## src/hw/ext_port_defs.svh

```systemverilog
`ifndef EXT_PORT_DEFS_SVH
`define EXT_PORT_DEFS_SVH
`define WIDTH_OK 3'h0
`define EPROM_WAIT 5'h10
`define SDRAM_CL 5'h02
`define FAIR_LIMIT 4'hf
`define BOOT_LAST 16'h00ff
`define REGION_HI 31
`define REGION_LO 30
`define REGION_SDRAM 2'b01
`define REGION_HOST 2'b11
`define BANK_HI 29
`define BANK_LO 28
`define MSEL_BIT 29
`define ROM_ADDR_W 24
`define ROM_PAD 8'h00
`define BYTE_PAD 24'h000000
`define WORD_PAD 16'h0000
`define CNT_PAD 3'h0
`define ONE32 32'h00000001
`define ONE24 24'h000001
`endif

```

## src/hw/ext_port_pkg.sv

```systemverilog
package ext_port_pkg;
   typedef enum logic [5:0] {
      st_idle = 6'h01,
      st_addr = 6'h02,
      st_wait = 6'h04,
      st_gap = 6'h08,
      st_eprom = 6'h10,
      st_fly = 6'h20
   } mstate_t;
   typedef enum logic [1:0] {
      kind_pipe = 2'h0,
      kind_slow = 2'h1,
      kind_sdram = 2'h2
   } kind_t;
endpackage : ext_port_pkg

```

## src/hw/bus_arbiter.sv

```systemverilog
`timescale 1ns/10ps
`default_nettype none
`include "ext_port_defs.svh"
module bus_arbiter
   import ext_port_pkg::*;
(
   input wire logic clock_i,
   input wire logic arst_n_i,
   input wire logic [7:0] bus_req_i,
   input wire logic [2:0] proc_id_i,
   input wire logic own_req_i,
   input wire logic lock_i,
   input wire logic busy_i,
   input wire logic host_req_i,
   input wire logic back_off_n_i,
   output logic own_grant_o,
   output logic host_grant_o
);
   logic [2:0] owner, next_owner;
   logic [3:0] tenure, next_tenure;
   logic host_own, next_host_own;
   logic others;

   // every peer runs this same logic on the same lines, so all agree on the owner
   function automatic logic [2:0] rotate(input logic [7:0] req, input logic [2:0] cur);
      logic [2:0] pick;
      logic [2:0] idx;
      pick = cur;
      for (int i = 7; i >= 1; i--)
      begin
         idx = cur + 3'(i);
         if (req[idx])
            pick = idx;
      end
      return pick;
   endfunction : rotate

   always_comb
   begin
      others = |(bus_req_i & ~(8'h01 << owner));
      next_owner = owner;
      next_tenure = tenure;
      next_host_own = host_own;
      if (!back_off_n_i)
         next_host_own = 1'b1;
      else if (host_req_i && !lock_i && !busy_i)
         next_host_own = 1'b1;
      else if (!host_req_i)
         next_host_own = 1'b0;
      if (!bus_req_i[owner] || (others && tenure == `FAIR_LIMIT && !lock_i && !busy_i))
      begin
         next_owner = rotate(bus_req_i, owner);
         next_tenure = '0;
      end
      else if (others && tenure != `FAIR_LIMIT)
         next_tenure = tenure + 4'h1;
   end

   always_ff @(posedge clock_i or negedge arst_n_i)
   begin
      if (!arst_n_i)
      begin
         owner <= '0;
         tenure <= '0;
         host_own <= '0;
      end
      else
      begin
         owner <= next_owner;
         tenure <= next_tenure;
         host_own <= next_host_own;
      end
   end

   // no external arbiter: grant derived locally
   assign own_grant_o = !host_own && owner == proc_id_i && own_req_i;
   assign host_grant_o = host_own;

   lock_hold_a: assert property (@(posedge clock_i) disable iff (!arst_n_i)
      lock_i && bus_req_i[owner] |=> owner == $past(owner))
      else $error("owner changed under lock");

   fair_rotate_a: assert property (@(posedge clock_i) disable iff (!arst_n_i)
      tenure == `FAIR_LIMIT && others && !lock_i && !busy_i |=> owner != $past(owner))
      else $error("fairness did not rotate owner");
endmodule : bus_arbiter
`default_nettype wire

```

## src/hw/ext_port.sv

```systemverilog
// Functional notes
// - one 32-bit address bus and one 32-bit data bus outside.
// - pipelined, slow with acknowledge, and sdram protocols supported.
// - high address bits decoded internally into bank select outputs.
// - programmable pipe depth and idle cycles; acknowledge stretches slow accesses.
// - device-to-host pipelined or slow; host-to-device pipelined only.
// - host burst: address increments internally while burst continue held.
// - back-off abandons transaction, grants host, releases bus.
// - host reads and writes internal memory and registers directly.
// - distributed arbitration for eight peers and a host, no arbiter.
// - peers are granted by rotating priority.
// - bus lock holds ownership from locked read to following write.
// - fairness limits how long one peer keeps the bus.
// - sdram moves one 32-bit word per access: ras, cas, then data two clocks after cas.
// - up to four sdram banks selected from address, parts 16M to 512M.
// - eprom boot after reset, sixteen wait cycles per byte read.
// - boot memory select acts as eprom chip select.
// - channel zero packs four eprom bytes into one 32-bit word.
// - eprom space is 24-bit byte addressed, reached only by dma.
// - flyby releases data bus, drives address, selects and io strobes.
// - full 32-bit external word address space passed through.
// - all external signals run on the bus clock.
`timescale 1ns/10ps
`default_nettype none
`include "ext_port_defs.svh"
module ext_port
   import ext_port_pkg::*;
(
   input wire logic clock_i,
   input wire logic arst_n_i,
   input wire logic [1:0] pipe_depth_i,
   input wire logic [1:0] idle_cycles_i,
   input wire logic host_slow_i,
   input wire logic [2:0] bus_width_i,
   input wire logic [2:0] proc_id_i,
   input wire logic boot_eprom_i,
   input wire logic req_valid_i,
   input wire logic req_write_i,
   input wire logic req_lock_i,
   input wire logic [31:0] req_addr_i,
   input wire logic [31:0] req_wdata_i,
   output logic req_ready_o,
   output logic rsp_valid_o,
   output logic rsp_abort_o,
   output logic [31:0] rsp_data_o,
   input wire logic eprom_req_i,
   input wire logic eprom_write_i,
   input wire logic [23:0] eprom_addr_i,
   input wire logic [7:0] eprom_wdata_i,
   output logic eprom_ready_o,
   output logic eprom_done_o,
   input wire logic flyby_req_i,
   input wire logic flyby_to_sdram_i,
   input wire logic [31:0] flyby_addr_i,
   output logic flyby_ready_o,
   output logic flyby_done_o,
   output logic mem_valid_o,
   output logic mem_write_o,
   output logic [31:0] mem_addr_o,
   output logic [31:0] mem_wdata_o,
   input wire logic [31:0] mem_rdata_i,
   output logic boot_busy_o,
   output logic width_fault_o,
   output logic [31:0] addr_o,
   output logic addr_oe_o,
   input wire logic [31:0] data_i,
   output logic [31:0] data_o,
   output logic data_oe_o,
   output logic read_strobe_o,
   output logic write_strobe_o,
   input wire logic ack_i,
   output logic [1:0] mem_bank_selects_o,
   output logic [3:0] sdram_bank_selects_o,
   output logic sdram_ras_o,
   output logic sdram_cas_o,
   output logic sdram_we_o,
   output logic boot_memory_select_o,
   output logic io_read_strobe_o,
   output logic io_write_strobe_o,
   output logic io_buffer_enable_o,
   input wire logic [7:0] bus_req_i,
   output logic bus_req_o,
   output logic lock_o,
   input wire logic host_bus_req_i,
   output logic host_bus_grant_o,
   input wire logic back_off_request_n_i,
   input wire logic host_access_i,
   input wire logic host_write_i,
   input wire logic [31:0] host_addr_i,
   input wire logic burst_continue_i
);
   mstate_t state, next_state;
   kind_t kind, next_kind;
   logic [4:0] cnt, next_cnt;
   logic [31:0] addr_q, next_addr, data_q, next_data, rsp_data, next_rsp_data;
   logic [31:0] mem_addr, next_mem_addr, mem_wdata, next_mem_wdata, pack, next_pack;
   logic [23:0] rom_addr, next_rom_addr;
   logic [15:0] word_cnt, next_word_cnt;
   logic [3:0] sd_sel, next_sd_sel;
   logic [1:0] mem_sel, next_mem_sel, byte_idx, next_byte_idx;
   logic write_q, next_write, rsp_valid, next_rsp_valid, rsp_abort, next_rsp_abort;
   logic mem_valid, next_mem_valid, mem_write, next_mem_write, lock_q, next_lock;
   logic boot_active, next_boot_active, boot_seen, next_boot_seen;
   logic burst_active, next_burst, host_rd, next_host_rd, from_core, next_from_core;
   logic eprom_done, next_eprom_done, flyby_done, next_flyby_done, width_fault, next_width_fault;
   logic own_grant, host_grant, backoff, host_acc, idle_free, in_eprom, in_fly, in_xfer, strobe_phase;

   function automatic kind_t classify(input logic [31:0] a, input logic slow);
      if (a[`REGION_HI:`REGION_LO] == `REGION_SDRAM)
         return kind_sdram;
      else if (a[`REGION_HI:`REGION_LO] == `REGION_HOST && slow)
         return kind_slow;
      else
         return kind_pipe;
   endfunction : classify

   function automatic logic [3:0] sd_select(input logic [31:0] a);
      sd_select = 4'h0;
      if (a[`REGION_HI:`REGION_LO] == `REGION_SDRAM)
         sd_select = 4'h1 << a[`BANK_HI:`BANK_LO];
   endfunction : sd_select

   assign backoff = !back_off_request_n_i;
   assign host_acc = host_access_i && host_grant;
   assign idle_free = state == st_idle && own_grant && !backoff;
   assign in_eprom = state == st_eprom;
   assign in_fly = state == st_fly;
   assign in_xfer = state == st_addr || state == st_wait;

   bus_arbiter u_arb (
      .clock_i(clock_i),
      .arst_n_i(arst_n_i),
      .bus_req_i(bus_req_i),
      .proc_id_i(proc_id_i),
      .own_req_i(bus_req_o),
      .lock_i(lock_q),
      .busy_i(state != st_idle),
      .host_req_i(host_bus_req_i),
      .back_off_n_i(back_off_request_n_i),
      .own_grant_o(own_grant),
      .host_grant_o(host_grant)
   );

   always_comb
   begin
      next_state = state;
      next_kind = kind;
      next_cnt = cnt;
      next_addr = addr_q;
      next_data = data_q;
      next_rsp_data = rsp_data;
      next_mem_addr = mem_addr;
      next_mem_wdata = mem_wdata;
      next_pack = pack;
      next_rom_addr = rom_addr;
      next_word_cnt = word_cnt;
      next_sd_sel = sd_sel;
      next_mem_sel = mem_sel;
      next_byte_idx = byte_idx;
      next_write = write_q;
      next_mem_write = mem_write;
      next_lock = lock_q;
      next_boot_active = boot_active;
      next_boot_seen = 1'b1;
      next_from_core = from_core;
      next_rsp_valid = 1'b0;
      next_rsp_abort = 1'b0;
      next_mem_valid = 1'b0;
      next_eprom_done = 1'b0;
      next_flyby_done = 1'b0;
      next_width_fault = bus_width_i != `WIDTH_OK;
      // boot strap caught on the first clock after reset release
      if (!boot_seen)
         next_boot_active = boot_eprom_i;
      // host slave path, pipelined only
      next_host_rd = host_acc && !host_write_i;
      next_burst = host_acc ? burst_continue_i : burst_active && burst_continue_i;
      if (host_acc)
      begin
         next_mem_valid = 1'b1;
         next_mem_write = host_write_i;
         next_mem_wdata = data_i;
         if (burst_active && burst_continue_i)
            next_mem_addr = mem_addr + `ONE32;
         else
            next_mem_addr = host_addr_i;
      end
      if (host_rd)
         next_data = mem_rdata_i;
      if (backoff && state != st_idle)
      begin
         // abandoned byte is refetched later, pack only advances on completion
         next_state = st_idle;
         next_rsp_abort = from_core;
         next_from_core = 1'b0;
         next_lock = 1'b0;
      end
      else
      begin
         case (state)
            st_idle:
               if (idle_free && (boot_active || eprom_req_i))
               begin
                  next_state = st_eprom;
                  next_cnt = `EPROM_WAIT;
                  next_addr = {`ROM_PAD, boot_active ? rom_addr : eprom_addr_i};
                  next_write = !boot_active && eprom_write_i;
                  next_data = {`BYTE_PAD, eprom_wdata_i};
               end
               else if (idle_free && flyby_req_i)
               begin
                  next_state = st_fly;
                  next_addr = flyby_addr_i;
                  next_sd_sel = sd_select(flyby_addr_i);
                  next_write = flyby_to_sdram_i;
               end
               else if (idle_free && req_valid_i)
               begin
                  next_state = st_addr;
                  next_addr = req_addr_i;
                  next_data = req_wdata_i;
                  next_write = req_write_i;
                  next_kind = classify(req_addr_i, host_slow_i);
                  next_sd_sel = sd_select(req_addr_i);
                  next_mem_sel = 2'b01 << req_addr_i[`MSEL_BIT];
                  next_from_core = 1'b1;
                  if (req_lock_i && !req_write_i)
                     next_lock = 1'b1;
               end
            st_addr:
            begin
               next_state = st_wait;
               if (kind == kind_sdram)
                  next_cnt = `SDRAM_CL;
               else
                  next_cnt = {`CNT_PAD, pipe_depth_i};
            end
            st_wait:
               if (kind == kind_slow ? ack_i : cnt == '0)
               begin
                  next_rsp_valid = 1'b1;
                  next_rsp_data = write_q ? data_q : data_i;
                  if (write_q)
                     next_lock = 1'b0;
                  next_from_core = 1'b0;
                  next_cnt = {`CNT_PAD, idle_cycles_i};
                  next_state = idle_cycles_i == '0 ? st_idle : st_gap;
               end
               else if (kind != kind_slow)
                  next_cnt = cnt - 5'h01;
            st_gap:
               if (cnt == 5'h01)
                  next_state = st_idle;
               else
                  next_cnt = cnt - 5'h01;
            st_eprom:
               if (cnt == '0)
               begin
                  next_state = st_idle;
                  if (boot_active)
                  begin
                     // first byte ends up in the low lane
                     next_pack = {data_i[7:0], pack[31:8]};
                     next_byte_idx = byte_idx + 2'h1;
                     next_rom_addr = rom_addr + `ONE24;
                     if (byte_idx == 2'h3)
                     begin
                        next_mem_valid = 1'b1;
                        next_mem_write = 1'b1;
                        next_mem_addr = {`WORD_PAD, word_cnt};
                        next_mem_wdata = {data_i[7:0], pack[31:8]};
                        next_word_cnt = word_cnt + 16'h0001;
                        if (word_cnt == `BOOT_LAST)
                           next_boot_active = 1'b0;
                     end
                  end
                  else
                  begin
                     next_eprom_done = 1'b1;
                     next_rsp_data = {`BYTE_PAD, data_i[7:0]};
                  end
               end
               else
                  next_cnt = cnt - 5'h01;
            st_fly:
               if (ack_i)
               begin
                  next_flyby_done = 1'b1;
                  next_state = st_idle;
               end
            default:
               next_state = st_idle;
         endcase
      end
   end

   // single bus clock for everything facing the pins
   always_ff @(posedge clock_i or negedge arst_n_i)
   begin
      if (!arst_n_i)
      begin
         state <= st_idle;
         kind <= kind_pipe;
         cnt <= '0;
         addr_q <= '0;
         data_q <= '0;
         rsp_data <= '0;
         mem_addr <= '0;
         mem_wdata <= '0;
         pack <= '0;
         rom_addr <= '0;
         word_cnt <= '0;
         sd_sel <= '0;
         mem_sel <= '0;
         byte_idx <= '0;
         write_q <= '0;
         mem_write <= '0;
         lock_q <= '0;
         boot_active <= '0;
         boot_seen <= '0;
         from_core <= '0;
         rsp_valid <= '0;
         rsp_abort <= '0;
         mem_valid <= '0;
         eprom_done <= '0;
         flyby_done <= '0;
         width_fault <= '0;
         host_rd <= '0;
         burst_active <= '0;
      end
      else
      begin
         state <= next_state;
         kind <= next_kind;
         cnt <= next_cnt;
         addr_q <= next_addr;
         data_q <= next_data;
         rsp_data <= next_rsp_data;
         mem_addr <= next_mem_addr;
         mem_wdata <= next_mem_wdata;
         pack <= next_pack;
         rom_addr <= next_rom_addr;
         word_cnt <= next_word_cnt;
         sd_sel <= next_sd_sel;
         mem_sel <= next_mem_sel;
         byte_idx <= next_byte_idx;
         write_q <= next_write;
         mem_write <= next_mem_write;
         lock_q <= next_lock;
         boot_active <= next_boot_active;
         boot_seen <= next_boot_seen;
         from_core <= next_from_core;
         rsp_valid <= next_rsp_valid;
         rsp_abort <= next_rsp_abort;
         mem_valid <= next_mem_valid;
         eprom_done <= next_eprom_done;
         flyby_done <= next_flyby_done;
         width_fault <= next_width_fault;
         host_rd <= next_host_rd;
         burst_active <= next_burst;
      end
   end

   assign strobe_phase = state == st_addr || (state == st_wait && kind == kind_slow) || in_eprom || in_fly;
   assign addr_o = addr_q;
   assign addr_oe_o = in_xfer || in_eprom || in_fly;
   assign data_o = data_q;
   // flyby leaves the data lines to the io device and sdram
   assign data_oe_o = (write_q && (in_xfer || in_eprom)) || host_rd;
   assign read_strobe_o = strobe_phase && !write_q;
   assign write_strobe_o = strobe_phase && write_q;
   assign mem_bank_selects_o = in_xfer && kind != kind_sdram ? mem_sel : 2'b00;
   assign sdram_bank_selects_o = (in_xfer && kind == kind_sdram) || in_fly ? sd_sel : 4'h0;
   assign sdram_ras_o = state == st_addr && kind == kind_sdram;
   assign sdram_cas_o = state == st_wait && kind == kind_sdram && cnt == `SDRAM_CL;
   assign sdram_we_o = sdram_cas_o && write_q;
   assign boot_memory_select_o = in_eprom;
   assign io_buffer_enable_o = in_fly;
   assign io_read_strobe_o = in_fly && write_q;
   assign io_write_strobe_o = in_fly && !write_q;
   assign bus_req_o = boot_active || eprom_req_i || flyby_req_i || req_valid_i || state != st_idle || lock_q;
   assign eprom_ready_o = idle_free && !boot_active && eprom_req_i;
   assign flyby_ready_o = idle_free && !boot_active && !eprom_req_i && flyby_req_i;
   assign req_ready_o = idle_free && !boot_active && !eprom_req_i && !flyby_req_i && req_valid_i;
   assign rsp_valid_o = rsp_valid;
   assign rsp_abort_o = rsp_abort;
   assign rsp_data_o = rsp_data;
   assign eprom_done_o = eprom_done;
   assign flyby_done_o = flyby_done;
   assign mem_valid_o = mem_valid;
   assign mem_write_o = mem_write;
   assign mem_addr_o = mem_addr;
   assign mem_wdata_o = mem_wdata;
   assign boot_busy_o = boot_active;
   assign width_fault_o = width_fault;
   assign lock_o = lock_q;
   assign host_bus_grant_o = host_grant;

   backoff_release_a: assert property (@(posedge clock_i) disable iff (!arst_n_i)
      backoff |=> host_bus_grant_o && !addr_oe_o && state == st_idle)
      else $error("back-off did not release bus");

   eprom_wait_a: assert property (@(posedge clock_i) disable iff (!arst_n_i)
      $fell(in_eprom) && $past(back_off_request_n_i) |-> $past(in_eprom, 17) && !$past(in_eprom, 18))
      else $error("eprom read not 16 wait cycles");

   boot_select_a: assert property (@(posedge clock_i) disable iff (!arst_n_i)
      boot_memory_select_o |-> addr_oe_o && addr_o[31:24] == `ROM_PAD && sdram_bank_selects_o == 4'h0)
      else $error("boot select outside eprom cycle");

   burst_step_a: assert property (@(posedge clock_i) disable iff (!arst_n_i)
      host_acc && burst_active && burst_continue_i |=> mem_valid_o && mem_addr_o == $past(mem_addr_o) + `ONE32)
      else $error("burst address not incremented");

   burst_fresh_a: assert property (@(posedge clock_i) disable iff (!arst_n_i)
      host_acc && !burst_active |=> mem_addr_o == $past(host_addr_i))
      else $error("fresh host access lost its address");

   slow_ack_a: assert property (@(posedge clock_i) disable iff (!arst_n_i)
      state == st_wait && kind == kind_slow && !ack_i && !backoff |=> state == st_wait && read_strobe_o != write_strobe_o)
      else $error("slow access ended without acknowledge");

   sdram_latency_a: assert property (@(posedge clock_i) disable iff (!arst_n_i)
      rsp_valid_o && $past(kind == kind_sdram) |-> $past(sdram_cas_o, 3) && $past(sdram_ras_o, 4))
      else $error("sdram data not at cas latency");

   flyby_release_a: assert property (@(posedge clock_i) disable iff (!arst_n_i)
      in_fly && !backoff && ack_i |-> !data_oe_o && io_buffer_enable_o ##1 flyby_done_o && !in_fly)
      else $error("flyby drove data or missed done");
endmodule : ext_port
`default_nettype wire

```

## config.mk

```make
export PLATFORM = sky130hd
export DESIGN_NAME = ext_port
export DESIGN_NICKNAME = d
export VERILOG_FILES = /design/src/hw/ext_port_pkg.sv /design/src/hw/bus_arbiter.sv /design/src/hw/ext_port.sv
export VERILOG_INCLUDE_DIRS = /design/src /design/src/hw
export SDC_FILE = /design/constraint.sdc
export NUM_CORES = 1
export LEC_CHECK = 0
export BUFFER_PORTS_ARGS = -buffer_cell sky130_fd_sc_hd__buf_4
export CAP_MARGIN = 40
export CORE_ASPECT_RATIO = 0.6
export CORE_MARGIN = 5
export CORE_UTILIZATION = 56
export CTS_CLUSTER_SIZE = 14
export DETAILED_ROUTE_END_ITERATION = 16
export GPL_TIMING_DRIVEN = 1
export PLACE_DENSITY = 0.86
export SYNTH_ARGS = -nofsm -noshare
export SYNTH_HDL_FRONTEND = slang
export SYNTH_SLANG_ARGS = --single-unit
```

## constraint.sdc

```tcl
create_clock -name clock_i -period 8.2 [get_ports clock_i]
set_input_delay 1.23 -clock clock_i [delete_from_list [all_inputs] [get_ports clock_i]]
set_output_delay 1.23 -clock clock_i [all_outputs]
set_load 0.02 [all_outputs]
```

Yosys cells after proc, flatten, opt, wreduce, memory -nomap -nowiden
Index checks and enable logic that the tools add are counted.
{ "classes": {"n_reduce_logical": 85, "n_bitwise": 5, "n_addsub": 13, "n_shift": 4, "order_cmp": 8, "n_eq_ne": 39, "muxes": 130} }
{ "op_table": {"columns": ["cell", "count"], "rows": [
  ["2-to-1 mux 32 bit", 26],
  ["case mux 32 bit (2 select lines)", 1],
  ["2-to-1 mux 1 bit", 59],
  ["2-to-1 mux 6 bit", 8],
  ["logical AND 1 bit", 38],
  ["case mux 6 bit (6 select lines)", 1],
  ["adder 32 x 1 -> 32 bit (second input constant)", 1],
  ["less-than comparator 3 x 4 -> 1 bit (second input constant)", 8],
  ["2-to-1 mux 4 bit", 8],
  ["2-to-1 mux 5 bit", 5],
  ["case mux 5 bit (5 select lines)", 1],
  ["AND reduction 5 bit", 5],
  ["adder 24 x 1 -> 24 bit (second input constant)", 1],
  ["binary-select mux 1 bit (select 3 bit)", 8],
  ["2-to-1 mux 24 bit", 1],
  ["2-to-1 mux 3 bit", 7],
  ["inequality test 3 bit (second input constant)", 6],
  ["adder 16 x 1 -> 16 bit (second input constant)", 1],
  ["== test 16 x 8 -> 1 bit (second input constant)", 1],
  ["logical OR 1 bit", 14],
  ["adder 3 bit (second input constant)", 4],
  ["logical NOT 1 bit", 11],
  ["inequality test 2 bit (second input constant)", 5],
  ["inequality test 3 x 1 -> 1 bit (second input constant)", 3],
  ["42 further kinds", 61]
]} }
{ "word_totals": {"output_inout_bits": 191, "in_bits": 259, "register_bits": 275} }

Longest topological paths before layout
{ "logic_depth": {"word_depth": 14, "ltp_mapped": 11} }

Modules after synthesis
From an unflattened synthesis, not the netlist that was laid out.
{ "unflattened": {"cells_unflattened": 1552, "hier_area_um2": 14666.6} }
{ "by_module_without_submodules": {"columns": ["mod", "area_each_um2", "n_inst", "cells_each", "seq_area_each_um2"], "rows": [
  ["ext_port", 13400.4, 1, 1417, 6482.5],
  ["bus_arbiter", 1266.2, 1, 135, 200.2]
]} }

Least setup slack after synthesis
OpenSTA, ideal clock, no wires.
{ "synth_path": {"path_kind": "input-to-output", "start": "input proc_id_i[1]", "end": "output flyby_ready_o", "required_ps": 6970, "t_arrival_ps": 2568, "stages": 5, "setup_slack_ps": 4402, "path_buffers": 1, "cell_sequence": "xnor2_1 > and4_1 > nand3_1 > clkbuf_1 > nor3_1"} }
{ "synth_between": {"elab_chain_len": 8} }
{ "synth_lines": {"columns": ["item", "line_no", "text"], "rows": [
  ["start: declaration", "ext_port.sv:35", "input wire logic [2:0] proc_id_i,"],
  ["== test 3 bit", "bus_arbiter.sv:76", "assign own_grant_o = !host_own && owner == proc_id_i && own_req_i;"],
  ["logical AND 1 bit (2 in a row)", "bus_arbiter.sv:76", null],
  ["logical AND 1 bit (2 in a row)", "ext_port.sv:125", "assign idle_free = state == st_idle && own_grant && !backoff;"],
  ["logical AND 1 bit (3 in a row)", "ext_port.sv:383", "assign flyby_ready_o = idle_free && !boot_active && !eprom_req_i && flyby_req_i;"],
  ["end: declaration", "ext_port.sv:55", "output logic flyby_ready_o,"]
]} }
No other way between the ends.

Worst setup path after layout
{ "layout_path": {"start": "register u_arb.owner[2]", "end": "output req_ready_o"} }
{ "layout_between": {"elab_chain_len": 9} }
{ "layout_lines": {"columns": ["item", "line_no", "text"], "rows": [
  ["start: declaration", "bus_arbiter.sv:19", "logic [2:0] owner, next_owner;"],
  ["start signal: assignment", "bus_arbiter.sv:69", "owner <= next_owner;"],
  ["== test 3 bit", "bus_arbiter.sv:76", null],
  ["logical AND 1 bit (2 in a row)", "bus_arbiter.sv:76", null],
  ["logical AND 1 bit (2 in a row)", "ext_port.sv:125", null],
  ["logical AND 1 bit (4 in a row)", "ext_port.sv:384", "assign req_ready_o = idle_free && !boot_active && !eprom_req_i && !flyby_req_i && req_valid_i;"],
  ["end: declaration", "ext_port.sv:42", "output logic req_ready_o,"]
]} }
No other way between the ends.

==> results.toml <==
[outcome]
outcome = "complete, no violations"

[setup_path]
timing.rr.start = "u_arb.owner[1]$_DFFE_PN0P_"
r2r_end = "u_arb.owner[1]$_DFFE_PN0P_"
path_buf_inv = 2
start_kind = "flip-flop"
slowest_stage = "dfrtp_1"
arrival_ps = 2980
crit_type = "flip-flop to output port"
required_ps = 6970
crit_chain = "xnor2_1 -> nand4_1 -> nor2_1 -> nand3_2 -> inv_1 -> buf_4"
crit_family = "flip-flops"
worstPathMaxFanout = 22
rrSetupSlack_ps = 4860
reg2reg_depth = 8
cpPeakStageDelay_ps = 970
cp-end-kind = "output port"

[layout]
final_cell_mix = "buf_4 (461), nand2_1 (314), dfrtp_1 (264)"
area_growth_pct = 31.1
fillers = 1860
final_cell_area_sq_mm = 0.0192
final_nets = 2265
layout_commonest_cell = "buf_4"
drive_gt1_frac = 0.284
fin_util = 0.752
diodes = 0
instances_no_fill = 2361

[sta]
rsz0062_at_grt = "false"
report.final.slew_viol_count = 0
finalSetupViolCount = 0
fmax_ghz = 0.238
slew_headroom = 0.362
finClkSkew_ps = 14.3
setup_tns_ps = 0
fin_ws_ps = 3990
fin_crit_ps = 4210
whs_ps = 443
fin_crit_sh = 0.513
hold_viol = 0
tightest_slew_ps = 957

[die]
rows = 45
start_util = 0.574
dieWidth_microns = 219
ios = 450
die_h_microns = 135
core_area_sq_mm = 0.0256
dieArea_sq_mm = 0.0296

[yosys]
netlist_instances = 1592
netlist_area_sq_mm = 0.0147
ys_ff_latch = 267
syn_nets = 1867
yosysWarningCount = 0
synth_cell_types = 79
syn_avg_cell_area_sq_um = 9.22
synthArstFlopShare = 1.00
synth_ff_type = "dfrtp_1"
seq_area_frac_synth = 0.456
synth_edf_count = 0

[hold_path]
hold_path.class = "flip-flop to flip-flop"
holdCritStartpoint = "boot_seen$_DFF_PN0_"
whs_path_depth = 1
min_to = "boot_busy_o$_DFF_PN0_"

[power_and_ir_drop]
power_leakage_nw = 9.35
power_density_mw_per_mm2 = 261
pwr-share-clk = 0.258
power_switching_mw = 1.86
total_power_mw = 5.03
power_frac_comb = 0.371
intPower_mw = 3.17
pwr-share-seq = 0.371
switching_share = 0.370
irDropWorstVdd_mv = 0.186

[global_route]
grt_usage = 0.332
grt_max_degree = 153
grt_pass1_vias = 14100
grt_pass1_wl_mm = 79.2
antenna_found_initial = 0
grt_overflow = 0

[run]
cap_violations = 0

[placed_design]
port_buffers = 449
dpl-instance-area_sq_mm = 0.0183
globalplace.congestion = 0.972
hpwl_mm = 37.4
place_inst = 2313
pre_cts_slack_ps = 4210

[clock_network]
cts_hold_buffers = 0
cts_tree = "done"
htree_levels = 1
cts_resized = 0
cts_root_buf = "clkbuf_16"
cts_sinks = 267
clockBufferDepth = 3
clk_pin_slew_ps = 60
clock_latency_ps = 540
cts_buffers = 27
cts_setup_buffers = 0

[detailed_routing]
drc = 0
viasPerCell = 6.18
dr.pass1.iters = 5
route.vias.total = 14600
ant_nets = 0
first_iter_violations = 1630
routed_wirelength_mm = 51.1
wl_per_cell_microns = 21.6
## final cells by class
class,instances,area (sq um),area share
Multi-Input combinational cell,1197,7470,0.389
Sequential cell,267,6690,0.348
Timing Repair Buffer,471,3610,0.188
Clock buffer,40,795,0.0413
Tap cell,352,440,0.0229
Clock inverter,8,130,0.00677
Inverter,26,97.6,0.00508
## metal layers
layer  vias up  global-route usage  routed length, microns  share of wire
met3       109              0.0748                    4910          0.096
met5         -                   0                       0              0
met1      7140               0.472                   21300           0.42
met4         0              0.0840                    1470          0.029
li1       6499                   -                       -              -
met2       845               0.523                   23400           0.46
## how the worst max path moves through the flow
stage | start | to | slack, ps | cells past startpoint
after CTS | u_arb.owner[2]$_DFFE_PN0P_ | req_ready_o | 4060 | 6
after floorplan | proc_id_i[1] | flyby_ready_o | 4400 | 5
final | u_arb.owner[2]$_DFFE_PN0P_ | req_ready_o | 3990 | 6
after detailed placement | back_off_request_n_i | req_ready_o | 4210 | 7
after global placement | proc_id_i[1] | req_ready_o | 4290 | 7
after global routing | state[2]$_DFFE_PN0P_ | data_oe_o | 3800 | 6
## cell families (layout without fill, tap and decap cells)
kind of cell    Yosys count  in the layout  share of synthesized area
compound gates          371            371                      0.172
xor+xnor                 52             52                     0.0310
fa+ha+maj                16             16                     0.0136
buf+inv                 128            545                     0.0365
flops                   267            267                      0.456
mux                     103            103                     0.0816
other cells               1              1                   0.000256
simple gates            654            654                      0.209
## cells in the mapped netlist (all sizes together) (4+ instances only)
cell | count | area share
or3 | 4 | 0.0017
nand4 | 17 | 0.0077
nand2 | 318 | 0.081
dfrtp | 266 | 0.45
a21boi | 5 | 0.0026
inv | 25 | 0.0064
o21ai | 71 | 0.024
mux2 | 13 | 0.010
nand3 | 44 | 0.016
a211oi | 65 | 0.033
and2 | 18 | 0.0077
a21o | 30 | 0.015
and3 | 22 | 0.0097
nor4 | 13 | 0.0089
ha | 16 | 0.014
a311oi | 25 | 0.015
nor3 | 27 | 0.011
clkbuf | 69 | 0.018
a22oi | 6 | 0.0031
xnor2 | 37 | 0.022
o221ai | 4 | 0.0024
buf | 33 | 0.012
o21a | 5 | 0.0026
a21oi | 41 | 0.014
mux2i | 78 | 0.053
and4 | 10 | 0.0060
nor2b | 29 | 0.012
nor2 | 124 | 0.032
a31oi | 43 | 0.018
o2bb2ai | 4 | 0.0024
o31ai | 29 | 0.015
nand4b | 4 | 0.0028
mux4 | 12 | 0.018
xor2 | 15 | 0.0090
nand2b | 7 | 0.0030
o211ai | 5 | 0.0026
o22ai | 16 | 0.0072
## worst reg2reg max path, cell delays in order, from the launching register on
cell	delay, ps
dfrtp_1	900
inv_1	330
ha_1	560
mux4_2	420
nor2b_1	190
a211oi_1	240
and3_1	280
nor2_1	70
a32o_1	240
## sequential cells by signal, summed over array words and instances, names as in the netlist, 6 cells and up
signal,count
mem_wdata_o,32
state,6
data_o,32
word_cnt,16
addr_o,32
rsp_data_o,32
rom_addr,24
mem_addr_o,32
pack,24
## power groups by stage
stage          registers (mW)  clock network, mW  logic (mW)
2_1_floorplan            1.99                  0       0.931
3_3_place_gp             1.88                  0        1.76
3_5_place_dp             1.87                  0        1.84
4_1_cts                  1.85               1.30        1.85
5_1_grt                  1.89               1.36        2.00
6_report                 1.86               1.30        1.87
(Power assumes the default switching activity.)
